## src/hw/lcdf_pkg.sv

```systemverilog
// Constants, codes and state encodings of the display driver bus front end.
// Assumes nothing; compiled before every other design file.
`default_nettype none
package lcdf_pkg;
	// ==========================================
	// Bus address and byte framing
	localparam logic [5:0] ADDR_PREFIX = 6'h1c;
	localparam logic [3:0] BYTE_BITS = 4'h8;
	// ==========================================
	// Command identifiers
	localparam logic [1:0] OP_MODE = 2'h2;
	localparam logic [3:0] OP_DEVSEL = 4'hc;
	localparam logic [4:0] OP_BANK = 5'h1e;
	localparam logic [3:0] OP_BLINK = 4'he;
	// ==========================================
	// Drive modes and pointer steps
	localparam logic [1:0] MODE_STATIC = 2'h1;
	localparam logic [1:0] MODE_2BP = 2'h2;
	localparam logic [1:0] MODE_3BP = 2'h3;
	localparam logic [1:0] MODE_4BP = 2'h0;
	localparam logic [5:0] STEP_STATIC = 6'h08;
	localparam logic [5:0] STEP_2BP = 6'h04;
	localparam logic [5:0] STEP_3BP = 6'h03;
	localparam logic [5:0] STEP_4BP = 6'h02;
	localparam logic [5:0] PTR_LAST = 6'h27;
	localparam logic [5:0] RAM_WORDS = 6'h28;
	// ==========================================
	// Reset values
	localparam logic [1:0] RST_MODE = MODE_4BP;
	localparam logic [5:0] RST_PTR = 6'h00;
	localparam logic [2:0] RST_SUB = 3'h0;
	// ==========================================
	// Blink dividers, in display clock ticks
	localparam int BLINK_DIV1 = 768;
	localparam int BLINK_DIV2 = 1536;
	localparam int BLINK_DIV3 = 3072;
	localparam logic [10:0] BLINK_HALF1 = 11'(BLINK_DIV1 / 2);
	localparam logic [10:0] BLINK_HALF2 = 11'(BLINK_DIV2 / 2);
	localparam logic [10:0] BLINK_HALF3 = 11'(BLINK_DIV3 / 2);
	// ==========================================
	// Write stream
	localparam int FIFO_DEPTH = 16;
	localparam int WR_W = 15;
	typedef enum logic [5:0] {
		ST_IDLE = 6'h01,
		ST_ADDR = 6'h02,
		ST_CMD = 6'h04,
		ST_DATA = 6'h08,
		ST_ACK = 6'h10,
		ST_IGN = 6'h20
	} lcdf_st_t;
endpackage
`default_nettype wire

```

## src/hw/lcdf_if.sv

```systemverilog
// Valid/ready word stream between the front end and its FIFO.
// Assumes both ends share one clock.
`timescale 1ns/10ps
`default_nettype none
interface lcdf_if #(parameter int W = 8);
	logic valid;
	logic ready;
	logic [W-1:0] data;
	modport src(output valid, output data, input ready);
	modport snk(input valid, input data, output ready);
endinterface
`default_nettype wire

```

## src/hw/lcdf_fifo.sv

```systemverilog
// Synchronous FIFO for display write words.
// Assumes DEPTH is a power of two so the pointers wrap by themselves.
`timescale 1ns/10ps
`default_nettype none
module lcdf_fifo import lcdf_pkg::*; #(
	parameter int W = WR_W,
	parameter int DEPTH = FIFO_DEPTH
) (
	input wire logic i_clk,
	input wire logic i_rst,
	lcdf_if.snk wr,
	lcdf_if.src rd
);
	localparam int AW = $clog2(DEPTH);
	typedef struct packed {
		logic [DEPTH-1:0][W-1:0] mem;
		logic [AW-1:0] wp;
		logic [AW-1:0] rp;
		logic [AW:0] cnt;
	} lcdf_fifo_st_t;
	lcdf_fifo_st_t r_reg;
	lcdf_fifo_st_t r_next;
	logic push;
	logic pop;
	// ==========================================
	// Handshake; full refuses, empty withholds
	assign push = wr.valid && wr.ready;
	assign pop = rd.valid && rd.ready;
	assign wr.ready = (r_reg.cnt != (AW+1)'(DEPTH));
	assign rd.valid = (r_reg.cnt != '0);
	assign rd.data = r_reg.mem[r_reg.rp];
	// Next state
	always_comb begin
		r_next = r_reg;
		if (push) begin
			r_next.mem[r_reg.wp] = wr.data;
			r_next.wp = r_reg.wp + 1'b1;
		end
		if (pop) begin
			r_next.rp = r_reg.rp + 1'b1;
		end
		r_next.cnt = r_reg.cnt + (AW+1)'(push) - (AW+1)'(pop);
	end
	// State register
	always_ff @(posedge i_clk) begin
		if (i_rst) begin
			r_reg <= '0;
		end else begin
			r_reg <= r_next;
		end
	end
endmodule // lcdf_fifo
`default_nettype wire

```

## src/hw/lcdf_blink.sv

```systemverilog
// Blink phase generator driven by the display clock enable.
// Assumes i_tick is a one-cycle pulse at the display clock rate.
`timescale 1ns/10ps
`default_nettype none
module lcdf_blink import lcdf_pkg::*; (
	input wire logic i_clk,
	input wire logic i_rst,
	input wire logic i_tick,
	input wire logic [1:0] i_rate,
	output logic o_phase
);
	typedef struct packed {
		logic [10:0] cnt;
		logic phase;
	} lcdf_blink_st_t;
	lcdf_blink_st_t r_reg;
	lcdf_blink_st_t r_next;
	logic [10:0] half;
	// ==========================================
	// Half period per rate; phase toggles twice per blink
	always_comb begin
		r_next = r_reg;
		unique case (i_rate)
			2'h1: half = BLINK_HALF1;
			2'h2: half = BLINK_HALF2;
			default: half = BLINK_HALF3;
		endcase
		if (i_rate == 2'h0) begin
			r_next = '0;
		end else if (i_tick) begin
			if (r_reg.cnt >= half - 11'h001) begin
				r_next.cnt = '0;
				r_next.phase = !r_reg.phase;
			end else begin
				r_next.cnt = r_reg.cnt + 11'h001;
			end
		end
	end
	// State register
	always_ff @(posedge i_clk) begin
		if (i_rst) begin
			r_reg <= '0;
		end else begin
			r_reg <= r_next;
		end
	end
	assign o_phase = r_reg.phase;
endmodule // lcdf_blink
`default_nettype wire

```

## src/hw/lcdf_front.sv

```systemverilog
// Two-wire write-only slave front end of a segment display driver.
// Assumes SCL/SDA are already synchronous and filtered; display RAM sits
// behind the o_wr_* stream, and i_disp_tick is the display clock enable.
// Summary of operation
// - Receive only; drive SDA solely for acknowledge.
// - Answer two addresses sharing upper bits 011100.
// - Address bit 1 must equal strap level.
// - Read accesses are never answered.
// - Matching devices acknowledge; others ignore transfer.
// - Command bit 7 set means another command.
// - Every selected device acknowledges each command.
// - Data byte stored at pointer and subaddress.
// - Data acknowledged only when subaddress matches straps.
// - Mode-set selects drive mode and bias.
// - Mode-set bit 3 enables the display.
// - Load-data-pointer loads six-bit RAM address.
// - Device-select loads the subaddress counter.
// - Bank-select sets input and output banks.
// - Bank-select ignored in three/four backplane modes.
// - Blink-select sets blink mode and rate.
// - Alternate blinking becomes normal in multiplex 3/4.
// - Blink rates divide display clock 768/1536/3072.
// - Pointer step per byte 8/4/3/2 by mode.
// - Mismatch skips write; overflow bumps subaddress.
`timescale 1ns/10ps
`default_nettype none
module lcdf_front import lcdf_pkg::*; (
	input wire logic i_clk,
	input wire logic i_rst,
	input wire logic i_scl,
	input wire logic i_sda,
	output logic o_sda_o,
	output logic o_sda_oe,
	input wire logic i_addr_select_strap,
	input wire logic [2:0] i_hw_subaddress_straps,
	input wire logic i_disp_tick,
	output logic [1:0] o_drive_mode,
	output logic o_bias_half,
	output logic o_disp_visible,
	output logic o_bank_in,
	output logic o_bank_out,
	output logic [1:0] o_blink_rate_field,
	output logic o_blink_alt,
	output logic [5:0] o_data_ptr,
	output logic [2:0] o_sub_cnt,
	output logic o_wr_valid,
	input wire logic i_wr_ready,
	output logic [5:0] o_wr_addr,
	output logic o_wr_bank,
	output logic [7:0] o_wr_data
);
	typedef struct packed {
		lcdf_st_t st;
		lcdf_st_t nxt;
		logic [3:0] cnt;
		logic [7:0] sh;
		logic scl_q;
		logic sda_q;
		logic sda_oe;
		logic [5:0] ptr;
		logic [2:0] sub;
		logic [1:0] mode;
		logic bias;
		logic en;
		logic bank_in;
		logic bank_out;
		logic alt;
		logic [1:0] rate;
		logic bank_eff;
		logic vis;
		logic wv;
		logic [WR_W-1:0] wword;
	} lcdf_front_st_t;
	lcdf_front_st_t r_reg;
	lcdf_front_st_t r_next;
	logic rise;
	logic fall;
	logic start;
	logic stop;
	logic rx;
	logic done;
	logic addr_ok;
	logic multi;
	logic sub_hit;
	logic blinking;
	logic alt_eff;
	logic phase;
	logic [5:0] step;
	logic [5:0] sum;
	lcdf_if #(.W(WR_W)) push_if();
	lcdf_if #(.W(WR_W)) pop_if();

	// ==========================================
	// Submodules
	lcdf_fifo #(.W(WR_W), .DEPTH(FIFO_DEPTH)) u_fifo (
		.i_clk(i_clk),
		.i_rst(i_rst),
		.wr(push_if),
		.rd(pop_if)
	);
	lcdf_blink u_blink (
		.i_clk(i_clk),
		.i_rst(i_rst),
		.i_tick(i_disp_tick),
		.i_rate(r_reg.rate),
		.o_phase(phase)
	);

	// ==========================================
	// Bus events from the previous line levels
	assign rise = !r_reg.scl_q && i_scl;
	assign fall = r_reg.scl_q && !i_scl;
	assign start = r_reg.scl_q && i_scl && r_reg.sda_q && !i_sda;
	assign stop = r_reg.scl_q && i_scl && !r_reg.sda_q && i_sda;
	assign rx = (r_reg.st == ST_ADDR) || (r_reg.st == ST_CMD) || (r_reg.st == ST_DATA);
	assign done = rx && fall && (r_reg.cnt == BYTE_BITS);
	// Address check: prefix, strap level and write direction
	assign addr_ok = (r_reg.sh[7:2] == ADDR_PREFIX)
		&& (r_reg.sh[1] == i_addr_select_strap)
		&& !r_reg.sh[0];
	assign multi = (r_reg.mode == MODE_3BP) || (r_reg.mode == MODE_4BP);
	assign sub_hit = (r_reg.sub == i_hw_subaddress_straps);
	assign blinking = (r_reg.rate != 2'h0);
	assign alt_eff = r_reg.alt && !multi;
	assign sum = r_reg.ptr + step;
	// Pointer step per drive mode
	always_comb begin
		unique case (r_reg.mode)
			MODE_STATIC: step = STEP_STATIC;
			MODE_2BP: step = STEP_2BP;
			MODE_3BP: step = STEP_3BP;
			default: step = STEP_4BP;
		endcase
	end

	// ==========================================
	// Next state of the whole front end
	always_comb begin
		r_next = r_reg;
		r_next.scl_q = i_scl;
		r_next.sda_q = i_sda;
		push_if.valid = 1'b0;
		push_if.data = {r_reg.bank_in, r_reg.ptr, r_reg.sh};
		if (start) begin
			// A repeated START closes the old transfer like a STOP
			r_next.st = ST_ADDR;
			r_next.cnt = 4'h0;
			r_next.sda_oe = 1'b0;
		end else if (stop) begin
			r_next.st = ST_IDLE;
			r_next.sda_oe = 1'b0;
		end else if (r_reg.st == ST_ACK) begin
			if (fall) begin
				r_next.sda_oe = 1'b0;
				r_next.st = r_reg.nxt;
				r_next.cnt = 4'h0;
			end
		end else if (rx && rise && (r_reg.cnt < BYTE_BITS)) begin
			r_next.sh = {r_reg.sh[6:0], i_sda};
			r_next.cnt = r_reg.cnt + 4'h1;
		end else if (done) begin
			r_next.st = ST_ACK;
			unique case (r_reg.st)
				ST_ADDR: begin
					r_next.sda_oe = addr_ok;
					r_next.nxt = addr_ok ? ST_CMD : ST_IGN;
				end
				ST_CMD: begin
					r_next.sda_oe = 1'b1;
					r_next.nxt = r_reg.sh[7] ? ST_CMD : ST_DATA;
					if (!r_reg.sh[6]) begin
						r_next.ptr = r_reg.sh[5:0];
					end else if (r_reg.sh[6:5] == OP_MODE) begin
						r_next.mode = r_reg.sh[1:0];
						r_next.bias = r_reg.sh[2];
						r_next.en = r_reg.sh[3];
					end else if (r_reg.sh[6:3] == OP_DEVSEL) begin
						r_next.sub = r_reg.sh[2:0];
					end else if (r_reg.sh[6:2] == OP_BANK) begin
						if (!multi) begin
							r_next.bank_in = r_reg.sh[1];
							r_next.bank_out = r_reg.sh[0];
						end
					end else if (r_reg.sh[6:3] == OP_BLINK) begin
						r_next.alt = r_reg.sh[2];
						r_next.rate = r_reg.sh[1:0];
					end
				end
				ST_DATA: begin
					// A full FIFO drops the byte and answers with no acknowledge
					push_if.valid = sub_hit;
					r_next.sda_oe = sub_hit && push_if.ready;
					r_next.nxt = ST_DATA;
					// Pointer moves even when the write is skipped
					if (sum > PTR_LAST) begin
						r_next.ptr = sum - RAM_WORDS;
						r_next.sub = r_reg.sub + 3'h1;
					end else begin
						r_next.ptr = sum;
					end
				end
				default: begin
					r_next.st = ST_IDLE;
				end
			endcase
		end
		// Display view: alternate bank swap or on/off blink
		r_next.bank_eff = !multi && (r_reg.bank_out ^ (alt_eff && blinking && phase));
		r_next.vis = r_reg.en && !(blinking && !alt_eff && phase);
		// Output stage refills whenever it is empty or being taken
		pop_if.ready = !r_reg.wv || i_wr_ready;
		if (pop_if.valid && pop_if.ready) begin
			r_next.wv = 1'b1;
			r_next.wword = pop_if.data;
		end else if (i_wr_ready) begin
			r_next.wv = 1'b0;
		end
	end

	// State register
	always_ff @(posedge i_clk) begin
		if (i_rst) begin
			r_reg <= '0;
			r_reg.st <= ST_IDLE;
			r_reg.nxt <= ST_IDLE;
			r_reg.scl_q <= 1'b1;
			r_reg.sda_q <= 1'b1;
			r_reg.mode <= RST_MODE;
			r_reg.ptr <= RST_PTR;
			r_reg.sub <= RST_SUB;
		end else begin
			r_reg <= r_next;
		end
	end

	// ==========================================
	// Outputs from the state register, except the SDA output level, which is tied low
	assign o_sda_o = 1'b0;
	assign o_sda_oe = r_reg.sda_oe;
	assign o_drive_mode = r_reg.mode;
	assign o_bias_half = r_reg.bias;
	assign o_disp_visible = r_reg.vis;
	assign o_bank_in = r_reg.bank_in;
	assign o_bank_out = r_reg.bank_eff;
	assign o_blink_rate_field = r_reg.rate;
	assign o_blink_alt = r_reg.alt;
	assign o_data_ptr = r_reg.ptr;
	assign o_sub_cnt = r_reg.sub;
	assign o_wr_valid = r_reg.wv;
	assign o_wr_bank = r_reg.wword[14];
	assign o_wr_addr = r_reg.wword[13:8];
	assign o_wr_data = r_reg.wword[7:0];
endmodule // lcdf_front
`default_nettype wire

```

## config.mk

```make
export PLATFORM = sky130hd
export DESIGN_NAME = lcdf_front
export DESIGN_NICKNAME = d
export VERILOG_FILES = /design/src/hw/lcdf_pkg.sv /design/src/hw/lcdf_if.sv /design/src/hw/lcdf_fifo.sv /design/src/hw/lcdf_blink.sv /design/src/hw/lcdf_front.sv
export SDC_FILE = /design/constraint.sdc
export NUM_CORES = 1
export LEC_CHECK = 0
export BUFFER_PORTS_ARGS = -buffer_cell sky130_fd_sc_hd__buf_2
export CORE_ASPECT_RATIO = 0.5
export CORE_MARGIN = 4
export CORE_UTILIZATION = 50
export DETAILED_ROUTE_END_ITERATION = 16
export PLACE_DENSITY_LB_ADDON = 0.1
export SLEW_MARGIN = 25
export SYNTH_ARGS = -nofsm -noshare
export SYNTH_HDL_FRONTEND = slang
export SYNTH_SLANG_ARGS = --single-unit
```

## constraint.sdc

```tcl
create_clock -name i_clk -period 7.29 [get_ports i_clk]
set_input_delay 1.458 -clock i_clk [delete_from_list [all_inputs] [get_ports i_clk]]
set_output_delay 1.458 -clock i_clk [all_outputs]
set_load 0.005 [all_outputs]
```

Yosys cells after proc, flatten, opt, wreduce, memory -nomap -nowiden
Index checks and enable logic that the tools add are counted.
{"block": "totals", "ff_bits": 328, "input_bits": 10, "out_inout_bits": 36, "word_cells": 208}
{"block": "classes", "n_addsub": 10, "n_lt_le_gt_ge": 6, "eq_ne": 27, "mux": 49, "n_bitwise": 9, "reduce_logical": 65}
{"operator": "240-bit bitwise mux", "count": 1}
{"operator": "15-bit binary-select mux with 4-bit select", "count": 1}
{"operator": "15-bit demux with 4-bit select", "count": 1}
{"operator": "12-bit two-way mux", "count": 4}
{"operator": "19-bit two-way mux", "count": 2}
{"operator": "15-bit two-way mux", "count": 2}
{"operator": "6-bit two-way mux", "count": 5}
{"operator": "1-bit logical AND", "count": 24}
{"operator": "11-bit case mux with 2 select lines", "count": 1}
{"operator": "11-bit AND reduction", "count": 2}
{"operator": "6-bit case mux with 3 select lines", "count": 1}
{"operator": "9-bit case mux with 2 select lines", "count": 1}
{"operator": "4-bit two-way mux", "count": 4}
{"operator": "3-bit two-way mux", "count": 5}
{"operator": "5-bit two-way mux", "count": 3}
{"operator": "4-bit by 1-bit adder with 4-bit output, second input constant", "count": 3}
{"operator": "4-bit equality test, second input constant", "count": 3}
{"operator": "6-bit by 5-bit equality test with 1-bit output, second input constant", "count": 2}
{"operator": "4-bit case mux with 3 select lines", "count": 1}
{"operator": "11-bit by 1-bit adder with 11-bit output, second input constant", "count": 1}
{"operator": "11-bit greater-or-equal comparator", "count": 1}
{"operator": "11-bit two-way mux", "count": 1}
{"operator": "11-bit by 1-bit subtractor with 11-bit output, second input constant", "count": 1}
{"operator": "1-bit zero test", "count": 10}
{"operator": "42 further kinds", "count": 86}

Depth between registers and ports, before layout
{"block": "depth", "ltp_word": 13, "mapped_depth": 14, "depth_no_buf": 14}

Modules after synthesis
A second synthesis with hierarchy kept.
{"block": "unflattened", "cells_unflattened": 1485, "hier_area_um2": 15327.2}
{"module": "lcdf_fifo", "instances": 1, "cells_per_inst": 1011, "area_per_inst_um2": 11310.8, "seq_area_each_um2": 5064.9}
{"module": "lcdf_front", "instances": 1, "cells_per_inst": 385, "area_per_inst_um2": 3249.4, "seq_area_each_um2": 1221.2}
{"module": "lcdf_blink", "instances": 1, "cells_per_inst": 89, "area_per_inst_um2": 767.0, "seq_area_each_um2": 240.2}

Least setup slack after synthesis
OpenSTA, ideal clock, no wires.
{"block": "synth_path", "path_kind": "input port to flip-flop", "start": "input i_scl", "end": "register u_fifo.r_reg[4] (netlist name)", "setup_time_ps": 70, "arrival_time_ps": 3526, "t_required_ps": 7220, "slack_ps": 3694, "cell_stages": 12, "path_buffers": 1, "cell_sequence": "and4bb_2 > o211ai_2 > nor2_1 > buf_2 > nand2_1 > inv_1 > ha_1 > fa_1 > a21oi_1 > nor2_1 > or3_1 > a21oi_1"}
{"block": "synth_between", "elab_chain_len": 12, "elab_cells_between_ends": 20, "classes_between": "add/sub: 2; mux: 5; reduce/logical: 13"}
{"element": "from (decl)", "line": "lcdf_front.sv:30", "text": "input wire logic i_scl,"}
{"element": "1-bit zero test", "line": "lcdf_front.sv:112", "text": "assign fall = r_reg.scl_q && !i_scl;"}
{"element": "1-bit logical AND", "line": "lcdf_front.sv:112"}
{"element": "1-bit logical AND (2 in a row)", "line": "lcdf_front.sv:116", "text": "assign done = rx && fall && (r_reg.cnt == BYTE_BITS);"}
{"element": "1-bit two-way mux", "line": "lcdf_front.sv:161", "text": "end else if (done) begin"}
{"element": "1-bit two-way mux", "line": "lcdf_front.sv:158", "text": "end else if (rx && rise && (r_reg.cnt < BYTE_BITS)) begin"}
{"element": "1-bit two-way mux", "line": "lcdf_front.sv:152", "text": "end else if (r_reg.st == ST_ACK) begin"}
{"element": "1-bit two-way mux", "line": "lcdf_front.sv:149", "text": "end else if (stop) begin"}
{"element": "1-bit two-way mux *", "line": "lcdf_front.sv:144", "text": "if (start) begin"}
{"element": "1-bit logical AND *", "line": "lcdf_fifo.sv:27", "text": "assign push = wr.valid && wr.ready;"}
{"element": "named net u_fifo.push", "line": "lcdf_fifo.sv:23", "text": "logic push;"}
{"element": "5-bit by 1-bit adder with 5-bit output *", "line": "lcdf_fifo.sv:42", "text": "r_next.cnt = r_reg.cnt + (AW+1)'(push) - (AW+1)'(pop);"}
{"element": "5-bit by 1-bit subtractor with 5-bit output *", "line": "lcdf_fifo.sv:42"}
{"element": "to (signal assigned)", "line": "lcdf_fifo.sv:49", "text": "r_reg <= r_next;"}
{"element": "to (decl)", "line": "lcdf_fifo.sv:21", "text": "lcdf_fifo_st_t r_reg;"}
The timed path passes the listed nets; every way through them passes the cells marked *.
A chain may end at the register's enable or synchronous reset.

Worst setup path after layout
Ends and elaborated chain as after synthesis.

==> results.sh <==
export IMPL_largest_register_ffs=253
export IMPL_totalNegativeSetupSlack_ns=0
export IMPL_area_growth_syn_to_layout_pct=7.40
export IMPL_gate_count_of_the_mapped_netlist=1467
export IMPL_detailed_place_hpwl_um=22000
export IMPL_finalWeightedCongestion=0.803
export IMPL_cts_inserted_buffers=30
export IMPL_cts_repair_resized=0
export IMPL_chipHeight_um=131
export IMPL_clk_pin_slew_ns=0.07
export IMPL_rr_worst_depth=9
export IMPL_post_route_utilization=0.555
export IMPL_drtPass1Iterations=5
export IMPL_max_freq_ghz=0.288
export IMPL_tightest_slew_ns=1.04
export IMPL_timing_critical_path_required_ns=7.78
export IMPL_worst_reg2reg_path_startpoint="o_data_ptr[0]$_SDFFE_PP0P_"
export IMPL_worst_hold_path_endpoint="r_reg[51]$_SDFFE_PP1P_"
export IMPL_num_vias=10400
export IMPL_report_final_setup_viol=0
export IMPL_grt_setup_unrepaired="no"
export IMPL_cell_internal_power_dissipation_w=0.00301
export IMPL_tritoncts="done"
export IMPL_cts_htree_levels=1
export IMPL_postLayoutSetupSlackWorst_ns=3.82
export IMPL_post_drt_wl_per_cell_um=19.7
export IMPL_r2r_end="o_sub_cnt[2]$_SDFFE_PP0P_"
export IMPL_cp_max_fo=30
export IMPL_gate_power_share=0.118
export IMPL_largest_net_degree_at_the_start_of_global_routing=106
export IMPL_worst_setup_path_startpoint="i_scl"
export IMPL_synth_seq_area_share=0.428
export IMPL_synth_cell_area_mm2=0.0152
export IMPL_final_net_count=1447
export IMPL_fp_dieW_um=255
export IMPL_vdd_ir_drop_max_mv=0.168
export IMPL_antenna_diode_count=0
export IMPL_io_pins=46
export IMPL_ys_top_cells_by_area="dfxtp_1 (43%), mux2i_1 (18%), mux4_2 (8.9%)"
export IMPL_synth_largest_area_cell="dfxtp_1"
export IMPL_cts_setup_buffers=0
export IMPL_clock_sinks=326
export IMPL_switching_power_w=0.00104
export IMPL_hold_viol_final=0
export IMPL_post_place_ws_ns=3.26
export IMPL_post_route_cells_drive_above_1_share=0.153
export IMPL_ys_async_sr_fraction=0
export IMPL_initial_standard_cell_utilization_of_the_core=0.516
export IMPL_power_density_cell_area_mw_per_mm2=248
export IMPL_synthDominantCellAreaShare=0.428
export IMPL_synth_area_per_cell_um2=10.4
export IMPL_final_max_slew_violation_count=0
export IMPL_grt_pass1_wl_um=56800
export IMPL_via_per_instance_ratio=5.69
export IMPL_dp_cells=1763
export IMPL_p_sw_frac=0.257
export IMPL_worstSkewPairLatency_ns=0.56
export IMPL_p_clk_frac=0.424
export IMPL_skew_ns=0.00799
export IMPL_root_buffer="clkbuf_16"
export IMPL_timing_hold_worst_start="r_reg[51]$_SDFFE_PP1P_"
export IMPL_outcome="finished, final reports clean"
export IMPL_worst_case_clock_buffer_depth=3
export IMPL_final_cell_count_no_fill=1819
export IMPL_drt_first_iter_violations=878
export IMPL_global_router_s_overall_resource_usage=0.211
export IMPL_r2r_setup_slack_ns=3.93
export IMPL_critPathArrivalTime_ns=3.96
export IMPL_dominantRegCellSynth="dfxtp_1"
export IMPL_synth_edf_count=0
export IMPL_static_leakage_power_nw=7.80
export IMPL_antenna_found_initial=0
export IMPL_first_global_vias=10200
export IMPL_detail_route_drc_violations=0
export IMPL_period_needed_ns=3.47
export IMPL_floorplan_rows=44
export IMPL_yosys_register_bits=326
export IMPL_cts_hold_fix_buffers=0
export IMPL_worstSetupPathType="in2reg"
export IMPL_place_port_buffers=44
export IMPL_final_min_period_over_clock_period=0.476
export IMPL_dieArea_mm2=0.0335
export IMPL_min_delay_path_depth=2
export IMPL_placeableCoreArea_mm2=0.0295
export IMPL_worst_hold_path_type="reg2reg"
export IMPL_postRouteWirelength_um=35900
export IMPL_cp_start_kind="primary input"
export IMPL_max_cap_violations=0
export IMPL_grt_ovfl_total=0
export IMPL_syn_num_nets=1510
export IMPL_antenna_violating_nets_post_route=0
export IMPL_warnings_synthesis=0
export IMPL_slew_limit_headroom=0.305
export IMPL_synth_distinct_cells=58
export IMPL_power_share_sequential=0.458
export IMPL_setup_worst_path_end_class="flip-flop"
## layer usage
metal	global-route usage	vias up	part of all wire
met5	0	-	0
met4	0.0393	0	0.017
met3	0.0379	42	0.043
met2	0.331	216	0.45
met1	0.310	5158	0.49
li1	-	4936	-
## placed cells by master (no fill, tap or decap), types with 7 or more instances in the layout
| cell | synthesis | final |
|---|---|---|
| nand2_1 | 32 | 32 |
| clkbuf_8 | 0 | 7 |
| a21oi_1 | 25 | 25 |
| xnor2_1 | 19 | 19 |
| a21o_1 | 7 | 7 |
| ha_1 | 31 | 31 |
| mux2i_1 | 275 | 275 |
| mux2_2 | 15 | 15 |
| o21ai_0 | 10 | 10 |
| nand4_4 | 15 | 15 |
| nand3_1 | 21 | 21 |
| nand2b_1 | 9 | 9 |
| xor2_1 | 13 | 13 |
| a221oi_1 | 15 | 15 |
| clkbuf_16 | 0 | 32 |
| buf_2 | 10 | 43 |
| nor3_1 | 23 | 23 |
| inv_1 | 27 | 27 |
| dfxtp_1 | 326 | 322 |
| clkinv_2 | 0 | 7 |
| mux4_2 | 60 | 60 |
| buf_4 | 32 | 8 |
| nor2_1 | 319 | 317 |
## worst max-delay path, cell delays in order
cell and delay [ns]:
buf_2 0.15, and4bb_2 0.26, o211ai_2 0.14, nor2_4 0.03
buf_4 0.31, nand2_1 0.19, inv_1 0.06, ha_1 0.22
fa_1 0.41, a21oi_1 0.14, nor2_1 0.06, or3_1 0.34
a21oi_1 0.14
## logic make-up after synthesis
logic type,count (synthesis),synth area share
AO/OA/AOI/OAI,81,0.0363
XOR/XNOR,32,0.0184
adder cells (fa/ha/maj),33,0.0281
buffers and inverters,176,0.0585
flip-flops,326,0.428
multiplexers,350,0.280
other,1,0.000246
AND/OR/NAND/NOR,468,0.150
## how the worst max path moves through the flow
stage / cells past startpoint / end / slack [ns]
5_1_grt: 9 / o_sub_cnt[2]$_SDFFE_PP0P_ / 3.69
3_5_place_dp: 13 / u_fifo.r_reg[4]$_SDFF_PP0_ / 3.26
2_1_floorplan: 12 / u_fifo.r_reg[4]$_SDFF_PP0_ / 3.69
6_report: 13 / u_fifo.r_reg[4]$_SDFF_PP0_ / 3.82
3_3_place_gp: 13 / u_fifo.r_reg[4]$_SDFF_PP0_ / 3.30
4_1_cts: 13 / u_fifo.r_reg[4]$_SDFF_PP0_ / 3.86
## metrics by stage
stage / power (W) / cell area [um^2] / hold WS [ns]
after floorplan: 0.00226 / 15200 / 0.423
after global placement: 0.00237 / 15300 / 0.435
after detailed placement: 0.00238 / 15300 / 0.438
after CTS: 0.00409 / 16400 / 0.449
after global routing: 0.00421 / 16400 / 0.477
final: 0.00405 / 16400 / 0.447
## power by group through the flow
stage | Clock [W] | Sequential [W] | Combinational (W)
after floorplan | 0 | 0.00185 | 0.000407
after global placement | 0 | 0.00190 | 0.000472
after detailed placement | 0 | 0.00190 | 0.000479
after CTS | 0.00175 | 0.00186 | 0.000482
after global routing | 0.00183 | 0.00186 | 0.000524
final | 0.00172 | 0.00186 | 0.000478
## cell type report
class,count,area [um^2]
Fill cell,2553,13100
Multi-Input combinational cell,965,7840
Inverter,27,101
Sequential cell,326,6530
Clock inverter,15,188
Timing Repair Buffer,54,313
Tap cell,391,489
Clock buffer,41,905
## cells in the mapped netlist (3+ instances only)
cell and count:
nand4_1 4, nand2_1 32, nor2_1 319, buf_4 32, or2_2 6, inv_1 27, a311oi_1 3, a211oi_1 5
nand3_1 21, buf_2 10, ha_1 31, a22oi_1 3, nand3b_1 5, a31oi_1 4, or3_1 3, o21ai_0 10
mux2i_1 275, clkbuf_1 85, nor2b_1 6, buf_1 8, nor3_1 23, buf_6 13, a21oi_1 25, dfxtp_1 326
nor3b_1 4, nand2b_1 9, mux2_2 15, mux4_2 60, a21o_1 7, nor4b_1 3, nand4_4 15, a221oi_1 15
xor2_1 13, xnor2_1 19, and3_1 4
(Power assumes the default switching activity.)
